--- config.mk ---
export PLATFORM = sky130hd
export DESIGN_NAME = fsc_top
export DESIGN_NICKNAME = d
export VERILOG_FILES = /design/src/fsc_pkg.sv /design/src/fsc_top.sv
export SDC_FILE = /design/constraint.sdc
export NUM_CORES = 1
export LEC_CHECK = 0
export BUFFER_PORTS_ARGS = -buffer_cell sky130_fd_sc_hd__clkbuf_2
export CAP_MARGIN = 30
export CORE_ASPECT_RATIO = 1.1
export CORE_MARGIN = 5
export CORE_UTILIZATION = 47
export DETAILED_ROUTE_END_ITERATION = 16
export PLACE_DENSITY = 0.72
export REMOVE_ABC_BUFFERS = 1
export SLEW_MARGIN = 20
export SYNTH_ARGS = -nofsm -noshare
export SYNTH_HDL_FRONTEND = slang
export SYNTH_SLANG_ARGS = --single-unit
--- constraint.sdc ---
create_clock -name ref_clk -period 7 [get_ports ref_clk]
set_input_delay 1.4 -clock ref_clk [delete_from_list [all_inputs] [get_ports ref_clk]]
set_output_delay 1.4 -clock ref_clk [all_outputs]
set_load 0.03 [all_outputs]
--- src/fsc_pkg.sv ---
// package of constants and carrier types for the fractional-n synthesizer control block
// Notes on behaviour
// bypass low uses programmed reference divider; bypass high divides by one
// three-bit divider code at bits 15..13 selects ratio 2 to 7
// controller keeps phase detector frequency at or below 52 MHz
// two independent banks; bank one serves mixer one, bank two mixer two
// mode pin picks bank; full duplex off enables only matching mixer
// full duplex drives oscillator to both mixers for either bank
// oscillator settles at divider value times reference over ratio 1..7
// ten-bit integer field is the integer part of feedback ratio
// numerator is fraction of divide value scaled by 16777216
// fraction split: upper field holds msbs, lower field the lsbs
// dual-modulus prescaler with fractional sequence gives average ratio
// controller keeps fractional divide value between 15 and 511
// reset pump code 31, low range 0: 120 uA; low range 30 uA
// pump current is full scale times code over 31
// bandwidth correction uses measured gain code instead; off by default
// controller sets band-select factor 00 when integer below 28
// active filter bit enables op-amp; low disables with high impedance
// controller sets polarity 1 for active filter, 0 for passive
// keep-alive keeps crystal oscillator running while enable low
// coarse trim 4 bits reset 0100; fine trim 1 bit reset 0
// separate four-bit bias code per mixer, default 100
// every enable rising edge starts band selection with active bank
// serial access is seven-bit address then sixteen-bit data
// sequence generator updates modulus once per feedback cycle, active bank numerator
`default_nettype none
package fsc_pkg;
    //==========================================================
    // widths and fields
    localparam int          FSC_INT_W      = 10;
    localparam int          FSC_FRAC_W     = 24;
    localparam int          FSC_FUP_W      = 16;
    localparam int          FSC_FLO_W      = 8;
    localparam int          FSC_CP_W       = 5;
    localparam int          FSC_WORD_W     = 16;
    localparam int          FSC_RDIV_HI    = 15;
    localparam int          FSC_RDIV_LO    = 13;
    localparam int          FSC_CAL_W      = 7;
    //==========================================================
    // reset values and figures
    localparam logic [4:0]  FSC_CP_RST     = 5'h1f;
    localparam logic [3:0]  FSC_OSC_CAP_COARSE_RST  = 4'h4;
    localparam logic [3:0]  FSC_MIX_RST    = 4'h4;
    localparam logic [2:0]  FSC_RDIV_ONE   = 3'h1;
    localparam logic [2:0]  FSC_RDIV_MIN   = 3'h2;
    localparam logic [7:0]  FSC_ICP_FULL   = 8'h78;
    localparam logic [7:0]  FSC_ICP_LOW    = 8'h1e;
    localparam logic [12:0] FSC_CP_DIV     = 13'h001f;
    localparam logic [10:0] FSC_CAL_CYCLES = 11'h05dc;
    typedef struct packed {
        logic [FSC_INT_W-1:0] int_divider;
        logic [FSC_FUP_W-1:0] frac_upper;
        logic [FSC_FLO_W-1:0] frac_lower;
        logic [FSC_CP_W-1:0]  pump_current_code;
    } fsc_bank_s;
    typedef enum logic [1:0] {
        FSC_IDLE = 2'b01,
        FSC_CAL  = 2'b10
    } fsc_cal_e;
endpackage : fsc_pkg
`default_nettype wire

--- src/fsc_top.sv ---
// fractional-n synthesizer control logic: banks, dividers, pump, trims and routing
`default_nettype none
module fsc_top
    import fsc_pkg::*;
#(
    parameter int CAL_CYCLES = int'(FSC_CAL_CYCLES)
)(
    input  wire logic                  ref_clk,
    input  wire logic                  rst_n,
    input  wire logic [FSC_WORD_W-1:0] config_word_one,
    input  wire logic                  ref_div_bypass,
    input  wire logic                  full_duplex_sel,
    input  wire logic                  mode_pin,
    input  wire logic                  chip_enable_pin,
    input  wire fsc_bank_s             bank1_cfg,
    input  wire fsc_bank_s             bank2_cfg,
    input  wire logic                  bank_load,
    input  wire logic                  pump_low_range,
    input  wire logic                  bw_corr_en,
    input  wire logic [FSC_CP_W-1:0]   bw_corr_code,
    input  wire logic [1:0]            band_select_factor,
    input  wire logic                  active_filter_en,
    input  wire logic                  detector_polarity,
    input  wire logic                  osc_keep_alive,
    input  wire logic [3:0]            osc_cap_coarse,
    input  wire logic                  osc_cap_fine,
    input  wire logic [3:0]            mixer1_bias_code,
    input  wire logic [3:0]            mixer2_bias_code,
    input  wire logic                  trim_load,
    input  wire logic                  fb_cycle,
    output logic [2:0]                 ref_ratio,
    output logic                       ref_div_pulse,
    output logic                       mixer1_lo_en,
    output logic                       mixer2_lo_en,
    output logic                       bank2_active,
    output logic                       prescaler_plus1,
    output logic [FSC_INT_W-1:0]       int_ratio,
    output logic [FSC_CP_W-1:0]        pump_code,
    output logic [7:0]                 pump_current_ua,
    output logic [1:0]                 band_factor_out,
    output logic                       opamp_en,
    output logic                       loop_filter_pin_hiz,
    output logic                       polarity_out,
    output logic                       osc_run,
    output logic [3:0]                 osc_cap_coarse_out,
    output logic                       osc_cap_fine_out,
    output logic [3:0]                 mixer1_bias_out,
    output logic [3:0]                 mixer2_bias_out,
    output logic                       band_cal_busy
);
    //==========================================================
    // state
    typedef struct packed {
        fsc_bank_s             b1;
        fsc_bank_s             b2;
        logic [2:0]            ratio;
        logic [2:0]            rcnt;
        logic                  rpulse;
        logic                  m1;
        logic                  m2;
        logic                  sel2;
        logic [FSC_FRAC_W-1:0] acc;
        logic                  plus1;
        logic [FSC_INT_W-1:0]  nint;
        logic [FSC_CP_W-1:0]   cp;
        logic [7:0]            icp;
        logic [1:0]            bsf;
        logic                  opa;
        logic                  hiz;
        logic                  pol;
        logic                  osc;
        logic [3:0]            xct;
        logic                  xfs;
        logic [3:0]            mb1;
        logic [3:0]            mb2;
        logic                  en_q;
        fsc_cal_e              cal;
        logic [10:0]           ccnt;
        logic                  busy;
    } fsc_state_s;

    fsc_state_s st_q;
    fsc_state_s st_d;
    fsc_bank_s  act;
    logic [2:0] prog_ratio;
    logic [FSC_FRAC_W:0] sum;
    logic [12:0] prod;
    logic [12:0] quot;
    logic [FSC_CP_W-1:0] cp_sel;

    localparam logic [10:0] CAL_LAST = 11'(CAL_CYCLES - 1);

    //==========================================================
    // next state
    always_comb
    begin
        st_d = st_q;

        //======================================================
        // bank capture and routing
        if (bank_load)
        begin
            st_d.b1 = bank1_cfg;
            st_d.b2 = bank2_cfg;
        end
        act = mode_pin ? st_q.b2 : st_q.b1;
        st_d.sel2 = mode_pin;
        st_d.m1 = full_duplex_sel | ~mode_pin;
        st_d.m2 = full_duplex_sel | mode_pin;

        //======================================================
        // reference divider
        // ratio code kept apart from bypass so the code survives a bypass toggle
        prog_ratio = config_word_one[FSC_RDIV_HI:FSC_RDIV_LO];
        if (prog_ratio < FSC_RDIV_MIN)
            prog_ratio = FSC_RDIV_MIN;
        st_d.ratio = ref_div_bypass ? FSC_RDIV_ONE : prog_ratio;
        st_d.rpulse = 1'b0;
        if (st_q.rcnt + 3'h1 >= st_q.ratio)
        begin
            st_d.rcnt = 3'h0;
            st_d.rpulse = 1'b1;
        end
        else
            st_d.rcnt = st_q.rcnt + 3'h1;

        //======================================================
        // feedback divider and fraction
        st_d.nint = act.int_divider;
        // one accumulator step per divided feedback edge; carry picks n+1
        sum = {1'b0, st_q.acc} + {1'b0, act.frac_upper, act.frac_lower};
        if (fb_cycle)
        begin
            st_d.acc = sum[FSC_FRAC_W-1:0];
            st_d.plus1 = sum[FSC_FRAC_W];
        end

        //======================================================
        // charge pump
        cp_sel = bw_corr_en ? bw_corr_code : act.pump_current_code;
        st_d.cp = cp_sel;
        prod = 13'(cp_sel) * 13'(pump_low_range ? FSC_ICP_LOW : FSC_ICP_FULL);
        quot = prod / FSC_CP_DIV;
        st_d.icp = quot[7:0];

        //======================================================
        // loop filter and oscillator
        st_d.bsf = band_select_factor;
        st_d.opa = active_filter_en;
        st_d.hiz = ~active_filter_en;
        st_d.pol = detector_polarity;
        st_d.osc = chip_enable_pin | osc_keep_alive;

        //======================================================
        // crystal and mixer trims
        if (trim_load)
        begin
            st_d.xct = osc_cap_coarse;
            st_d.xfs = osc_cap_fine;
            st_d.mb1 = mixer1_bias_code;
            st_d.mb2 = mixer2_bias_code;
        end

        //======================================================
        // band selection timing
        st_d.en_q = chip_enable_pin;
        unique case (st_q.cal)
            FSC_IDLE:
            begin
                if (chip_enable_pin && !st_q.en_q)
                begin
                    st_d.cal = FSC_CAL;
                    st_d.ccnt = 11'h000;
                end
            end
            FSC_CAL:
            begin
                // a fresh enable edge restarts the search count from zero
                if (chip_enable_pin && !st_q.en_q)
                    st_d.ccnt = 11'h000;
                else if (st_q.ccnt >= CAL_LAST)
                    st_d.cal = FSC_IDLE;
                else
                    st_d.ccnt = st_q.ccnt + 11'h001;
            end
            default:
                st_d.cal = FSC_IDLE;
        endcase
        // busy kept as its own flop so the output needs no decode
        st_d.busy = (st_d.cal == FSC_CAL);
    end

    //==========================================================
    // registers
    always_ff @(posedge ref_clk or negedge rst_n)
    begin
        if (!rst_n)
        begin
            st_q <= '0;
            st_q.b1.pump_current_code <= FSC_CP_RST;
            st_q.b2.pump_current_code <= FSC_CP_RST;
            st_q.cp <= FSC_CP_RST;
            st_q.icp <= FSC_ICP_FULL;
            st_q.ratio <= FSC_RDIV_ONE;
            st_q.m1 <= 1'b1;
            st_q.hiz <= 1'b1;
            st_q.xct <= FSC_OSC_CAP_COARSE_RST;
            st_q.mb1 <= FSC_MIX_RST;
            st_q.mb2 <= FSC_MIX_RST;
            st_q.cal <= FSC_IDLE;
        end
        else
            st_q <= st_d;
    end

    //==========================================================
    // outputs
    assign ref_ratio           = st_q.ratio;
    assign ref_div_pulse       = st_q.rpulse;
    assign mixer1_lo_en        = st_q.m1;
    assign mixer2_lo_en        = st_q.m2;
    assign bank2_active        = st_q.sel2;
    assign prescaler_plus1     = st_q.plus1;
    assign int_ratio           = st_q.nint;
    assign pump_code           = st_q.cp;
    assign pump_current_ua     = st_q.icp;
    assign band_factor_out     = st_q.bsf;
    assign opamp_en            = st_q.opa;
    assign loop_filter_pin_hiz = st_q.hiz;
    assign polarity_out        = st_q.pol;
    assign osc_run             = st_q.osc;
    assign osc_cap_coarse_out  = st_q.xct;
    assign osc_cap_fine_out    = st_q.xfs;
    assign mixer1_bias_out     = st_q.mb1;
    assign mixer2_bias_out     = st_q.mb2;
    assign band_cal_busy       = st_q.busy;
endmodule : fsc_top
`default_nettype wire

**Word level (Yosys, flattened, before mapping)**

Cells that the tools add are included.

- Register bits: 170
- Bits of input ports: 128
- Output and inout port bits: 51
- Logic and storage cells: 68

- Add/subtract/negate cells: 3
- $mul: 1
- Div/mod/pow operators: 1
- Magnitude comparators: 3
- Equality and inequality tests: 5
- Mux-type cells: 14
- Bitwise operators: 5
- Reductions and logical operators: 4

Operators by type and width:

| cell | number |
|---|---|
| 2-to-1 mux 39 bit | 1 |
| adder 24 x 24 -> 25 bit | 1 |
| 2-to-1 mux 11 bit | 2 |
| case mux 11 bit (2 select lines) | 1 |
| divider 13 x 5 -> 13 bit, second input constant | 1 |
| 2-to-1 mux 13 bit | 1 |
| multiplier 5 x 7 -> 12 bit | 1 |
| adder 11 x 1 -> 11 bit, second input constant | 1 |
| greater-or-equal comparator 11 bit, second input constant | 1 |
| 2-to-1 mux 3 bit | 3 |
| 2-to-1 mux 7 bit | 1 |
| 2-to-1 mux 5 bit | 1 |
| == test 2 bit, second input constant | 2 |
| 2-to-1 mux 2 bit | 2 |
| case mux 2 bit (2 select lines) | 1 |
| adder 3 x 1 -> 3 bit, second input constant | 1 |
| greater-or-equal comparator 3 bit | 1 |
| less-than comparator 3 x 2 -> 1 bit, second input constant | 1 |
| inequality test 3 bit, second input constant | 1 |
| OR 1 bit | 3 |
| AND reduction 3 bit | 1 |
| == test 2 x 1 -> 1 bit, second input constant | 1 |
| inequality test 2 bit, second input constant | 1 |
| NOT 1 bit | 2 |
| other kinds (4) | 4 |

**Logic depth before layout (Yosys ltp)**

- Depth after elaboration: 5
- Mapped depth: 32

**Least setup slack after synthesis**

OpenSTA, ideal clock, no wires.

- Path kind: in2reg
- From: in mode_pin
- To: reg st_q (netlist bit pump_current_ua[0])
- Library setup time: 78 ps
- Data arrival time: 8762 ps
- Data required time: 6922 ps
- Setup slack: -1840 ps
- Stages on the path: 30
- Buffers on the path: 3
- Cell sequence: clkbuf_1 > buf_1 > mux2i_1 > nor2_1 > a21oi_1 > inv_1 > fa_1 > inv_1 > fa_1 > fa_1 > inv_1 > ha_1 > a21oi_1 > a21boi_1 > nor3_2 > and4_4 > buf_6 > nor3_4 > a211o_1 > and2_4 > o31ai_4 > mux2_4 > o32ai_4 > mux2i_1 > a31o_4 > and3_4 > nor3_1 > or4b_4 > o211a_1 > o21bai_1

- Longest elaborated chain between the ends: 4

Ends and longest elaborated chain:

| item | line | source |
|---|---|---|
| start, declared | fsc_top.sv:13 | `input wire logic mode_pin,` |
| 2-to-1 mux 39 bit | fsc_top.sv:106 | `act = mode_pin ? st_q.b2 : st_q.b1;` |
| 2-to-1 mux 5 bit | fsc_top.sv:140 | `cp_sel = bw_corr_en ? bw_corr_code : act.pump_current_code;` |
| net cp_sel[2] | fsc_top.sv:89 | `logic [FSC_CP_W-1:0] cp_sel;` |
| multiplier 5 x 7 -> 12 bit | fsc_top.sv:142 | `prod = 13'(cp_sel) * 13'(pump_low_range ? FSC_ICP_LOW : FSC_ICP_FULL);` |
| divider 13 x 5 -> 13 bit | fsc_top.sv:143 | `quot = prod / FSC_CP_DIV;` |
| net quot[0] | fsc_top.sv:88 | `logic [12:0] quot;` |
| end signal, assigned | fsc_top.sv:213 | `st_q <= st_d;` |
| end, declared | fsc_top.sv:82 | `fsc_state_s st_q;` |

The timed path passes the listed nets, and every way through them passes these cells.
A chain may end at the register's enable or synchronous reset.

**Final worst setup path**

Ends and elaborated chain as after synthesis.

==> impl_table.tex <==
\begin{tabular}{lr}
\hline
Metric & Value \\
\hline
\multicolumn{2}{l}{\textbf{Timing}} \\
\quad Final worst path period share & 112.1\% \\
\quad Final Hold Vio Count & 0 \\
\quad Fmax & $\sim$0.13 GHz \\
\quad Total of endpoints with negative setup slack in the final report & 3 \\
\quad Post-layout worst setup margin & -846.8 ps \\
\quad Slew at the pin closest to its max-slew limit & 592.3 ps \\
\quad Count of pins over their slew limit & 0 \\
\quad Post-layout minimum cycle time & 7847 ps \\
\quad Slew HR & 60.33\% \\
\quad Setup Skew & 16.05 ps \\
\quad Setup repair after global routing missed its margin & yes \\
\multicolumn{2}{l}{\textbf{GRT}} \\
\quad Most heavily used metal layer in global routing & met2 \\
\quad Wire length of the first global-routing pass & 42.75 mm \\
\quad Met2 Resource Use GR & 37.34\% \\
\quad Pin count of the biggest net entering global routing & 100 \\
\quad Number of global-route vias before repair & 9,065 \\
\quad Number of antenna violations at the first check in global routing & 0 \\
\quad Met1 track demand over resource & a little under a quarter \\
\quad Global route total overflow & 0 \\
\quad Met3 layer usage reported by global route & under 10\% \\
\quad Overall Global Routing Usage & 20.09\% \\
\multicolumn{2}{l}{\textbf{Synthesis}} \\
\quad Synthesized instance count & 963 \\
\quad Largest cells by area after synthesis & sky130\_fd\_sc\_hd\_\_dfrtp\_1 (35\%), sky130\_fd\_sc\_hd\_\_mux2\_2 (15\%), sky130\_fd\_sc\_hd\_\_ha\_1 (6.7\%) \\
\quad Synth unique cells & 94 \\
\quad Area share of the largest cell type after synthesis & 34.54\% \\
\quad Register bit count reported by yosys & 170 \\
\quad Number of enable flip-flop cells after synthesis & 0 \\
\quad Cell taking the most area after synthesis & sky130\_fd\_sc\_hd\_\_dfrtp\_1 \\
\quad Flip-flop cell with the highest count after synthesis & sky130\_fd\_sc\_hd\_\_dfrtp\_1 \\
\quad Count of synthesis-stage warnings from yosys & 0 \\
\quad Post-synth ARST share & 100.0\% \\
\quad Seq/Total Area, Yosys & between 40\% and 50\% \\
\quad Post-Syn Area & approximately 10,000 um2 \\
\quad Mean instance size in the synthesized netlist & 10.83 um2 \\
\multicolumn{2}{l}{\textbf{Clocking}} \\
\quad Num CTS Buffers & 17 \\
\quad Clock tree from TritonCTS & yes \\
\quad Insertion delay to the later sink of the worst-skew pair & 430 ps \\
\quad Total number of clock tree sinks & 170 \\
\quad Clock slew seen by the registers of the worst setup and hold paths & 70 ps \\
\quad Number of H-tree branching levels & 4 \\
\quad Maximum count of clock buffers along a single path & 2 \\
\quad Cell at the root of the clock tree & sky130\_fd\_sc\_hd\_\_clkbuf\_16 \\
\multicolumn{2}{l}{\textbf{Min path}} \\
\quad Hold Crit Class & reg -> reg \\
\multicolumn{2}{l}{\textbf{Floorplan}} \\
\quad Floorplan core area & 21,970 um2 \\
\quad Area enclosed by the die boundary & 25,280 um2 \\
\quad Number of top-level design ports & about 180 \\
\quad Die Ht & 166.3 um \\
\quad Initial standard-cell utilization of the core & 47.50\% \\
\quad Horizontal extent of the die & 152.1 um \\
\quad Floorplan row count & between 50 and 60 \\
\multicolumn{2}{l}{\textbf{Critical path}} \\
\quad Delay of the slowest critical-path stage & 580 ps \\
\quad Cell type with the highest occurrence count on the critical path & sky130\_fd\_sc\_hd\_\_fa\_1 \\
\quad Category of the critical setup timing path & in -> reg \\
\quad Kind of end point of the critical path & register \\
\quad Arrival time of the worst setup path & 8190 ps \\
\quad CP bufs+invs & 7 \\
\quad Required time of the critical path & 7340 ps \\
\quad Slowest stage cell on the critical path & sky130\_fd\_sc\_hd\_\_fa\_1 \\
\quad Kind of start point of the critical path & input port \\
\quad Family of cells with the greatest summed delay on the critical path & adder cells \\
\quad Peak fanout along the critical path & 5 \\
\multicolumn{2}{l}{\textbf{Place}} \\
\quad GPL Wtd Cong & 0.9292 \\
\quad Post-DP HPWL & $\sim$18 mm \\
\quad Area post-placement & around 12,000 um2 \\
\quad Port-buffer cells & 165 \\
\multicolumn{2}{l}{\textbf{Detailed routing}} \\
\quad Vias per cell & 5.310 \\
\quad Antenna violation net count after detailed routing & 0 \\
\quad Via count of the routed design & between 8,000 and 9,000 \\
\quad Routed WL & 25.38 mm \\
\quad Wire per inst & 16.25 um \\
\quad Drt pass-1 iters & 5 \\
\quad DRC Markers & 0 \\
\quad Iter 0 DRT Violations & around 390 \\
\multicolumn{2}{l}{\textbf{Pwr}} \\
\quad Worst-case vdd ir drop & around 360 uV \\
\quad Switching power share of the total & 41.68\% \\
\quad Internal Pwr Total & 0.004182 W \\
\quad Clk pwr share & 13.1\% \\
\quad Proportion of power drawn by flip-flops and latches & between 10\% and 20\% \\
\quad Final total power & 0.007172 W \\
\quad Switching component of the power & roughly 0.003 W \\
\quad Combinational group share of total power & $\sim$69\% \\
\quad Total power divided by cell area & 523.8 nW/um2 \\
\quad Leakage power figure & 6.381 nW \\
\multicolumn{2}{l}{\textbf{Cells and area}} \\
\quad Layout Area Growth over Synthesis & 31.21\% \\
\quad Proportion of layout cells with a drive suffix above 1 & 51.14\% \\
\quad FILL cells & $\sim$1,700 \\
\quad Antenna diode count & 0 \\
\quad Design area & $\sim$14,000 um2 \\
\quad Number of nets in the final layout & 1,450 \\
\multicolumn{2}{l}{\textbf{Run}} \\
\quad Max-Cap Viols & 0 \\
\multicolumn{2}{l}{\textbf{Run status}} \\
\quad Status & complete, but fails checks \\
\quad Violated checks & negative setup slack \\
\hline
\end{tabular}
repair_timing:
action | in CTS | in global routing
hold buffers | 0 | 0
setup endpoints to repair | 4 | 4
gates resized for setup | 78 | 22
endpoints found under the hold margin | 0 | 0
setup buffers | 23 | 7
pin swaps | 58 | 9
flip-flops by register name, indices dropped and copies added, names as in the netlist:
register and count:
st_q 119, int_ratio 10, pump_current_ua 8, pump_code 5, mixer1_bias_out 4, mixer2_bias_out 4, osc_cap_coarse_out 4, ref_ratio 3
band_factor_out 2, band_cal_busy 1, bank2_active 1, loop_filter_pin_hiz 1, mixer1_lo_en 1, mixer2_lo_en 1, opamp_en 1, osc_cap_fine_out 1
osc_run 1, polarity_out 1, prescaler_plus1 1, ref_div_pulse 1
power by group through the flow:
| stage | combinational, W | sequential [W] | clock (W) |
|---|---|---|---|
| 2_1_floorplan | 0.00244 | 0.00137 | 0 |
| 3_3_place_gp | 0.00396 | 0.00129 | 0 |
| 3_5_place_dp | 0.00403 | 0.00130 | 0 |
| 4_1_cts | 0.00462 | 0.00128 | 0.000965 |
| 5_1_grt | 0.00537 | 0.00130 | 0.00101 |
| 6_report | 0.00495 | 0.00128 | 0.000939 |
worst register-to-register path: cells and delay by family (launching register included):
family	cells	cell delay, ps
AO/OA/AOI/OAI	8	1750
XOR/XNOR	3	500
adder cells (fa/ha/maj)	4	1780
buffers and inverters	6	680
flip-flops	1	550
multiplexers	2	300
AND/OR/NAND/NOR	6	1560
cells by family (layout without fill, tap and decap cells):
family / count (synthesis) / count (layout) / synth area share, %
buffers and inverters: 121 / 425 / 5.900
DFF: 170 / 170 / 41.08
and+or+nand+nor: 220 / 220 / 11.03
AOI/OAI and AO/OA: 196 / 196 / 13.41
muxes: 153 / 153 / 16.40
xor gates and xnor gates: 35 / 35 / 3.154
adders and majority gates: 68 / 68 / 9.018
per-stage QoR:
step | hold WS, ps | util (%) | setup slack [ps] | cells | setup TNS, ps
2_1_floorplan | 435.2 | - | -1224 | 895 | -3305
3_3_place_gp | 459.8 | 55.97 | -1474 | 1498 | -4645
3_5_place_dp | 472.1 | 56.09 | -1634 | 1499 | -5304
4_1_cts | 481.3 | 61.38 | -650.7 | 1553 | -1600
5_1_grt | 509.6 | 62.33 | -1077 | 1562 | -2912
6_report | 487.0 | 62.33 | -846.8 | 1562 | -2312
per-layer routing:
layer / vias to the layer above / wire [um]
met4: 0 / 502
met1: 4038 / 10410
met2: 216 / 13500
met3: 43 / 971
li1: 3997 / -
met5: - / 0
cells in the mapped netlist (all sizes together), types with 9 or more instances:
library cell,number
a21oi,26
a31oi,21
or2,9
nand4,10
mux2i,12
dfrtp,144
clkbuf,17
xor2,11
a211oi,11
nand3,15
ha,56
nor3,18
inv,52
o211ai,10
o21a,10
mux2,141
buf,51
xnor2,24
a21o,10
fa,12
nand2b,13
nand2,60
o31ai,9
dfstp,26
nor2,54
o21ai,50
layout by cell type (no fill, tap or decap), types with 6 or more instances in the layout:
cell / n
sky130_fd_sc_hd__a21o_1: 10
sky130_fd_sc_hd__buf_6: 8
sky130_fd_sc_hd__nand2_1: 55
sky130_fd_sc_hd__nor2_1: 49
sky130_fd_sc_hd__xnor2_1: 21
sky130_fd_sc_hd__ha_1: 51
sky130_fd_sc_hd__o21ai_0: 39
sky130_fd_sc_hd__nor3_1: 13
sky130_fd_sc_hd__clkbuf_16: 18
sky130_fd_sc_hd__clkbuf_2: 162
sky130_fd_sc_hd__fa_1: 12
sky130_fd_sc_hd__nand4_1: 9
sky130_fd_sc_hd__nor2b_1: 6
sky130_fd_sc_hd__xor2_1: 8
sky130_fd_sc_hd__inv_1: 47
sky130_fd_sc_hd__nand2b_1: 10
sky130_fd_sc_hd__dfrtp_1: 144
sky130_fd_sc_hd__o21ai_1: 7
sky130_fd_sc_hd__o211ai_1: 9
sky130_fd_sc_hd__or2_2: 7
sky130_fd_sc_hd__buf_4: 166
sky130_fd_sc_hd__mux2i_1: 9
sky130_fd_sc_hd__mux2_2: 140
sky130_fd_sc_hd__o21a_1: 10
sky130_fd_sc_hd__a21oi_1: 19
sky130_fd_sc_hd__dfstp_2: 26
sky130_fd_sc_hd__a31oi_1: 17
sky130_fd_sc_hd__nand3_1: 12
final timing paths:
path | start | end | depth (start not counted) | slack, ps
max | mode_pin | pump_current_ua[0] | 30 | -850
min | st_q[86] | st_q[86] | 1 | 490
max reg2reg | st_q[135] | pump_current_ua[0] | 29 | -190
min reg2reg | st_q[86] | st_q[86] | 1 | 490
max in group asynchronous | rst_n | mixer1_bias_out[2] | 4 | 4880
min in group asynchronous | rst_n | st_q[58] | 1 | 840
cell type report:
cell class / count / area, um2 / area share (%)
multi-input cells: 672 / 5978 / 43.67
flip-flops and latches: 170 / 4287 / 31.31
repair buffers: 340 / 2255 / 16.47
clock buffers: 17 / 425.4 / 3.107
well taps: 295 / 369.1 / 2.696
inverters: 53 / 198.9 / 1.453
clock inverters: 15 / 177.7 / 1.298
Note: power is estimated with default switching activity, not from simulation.
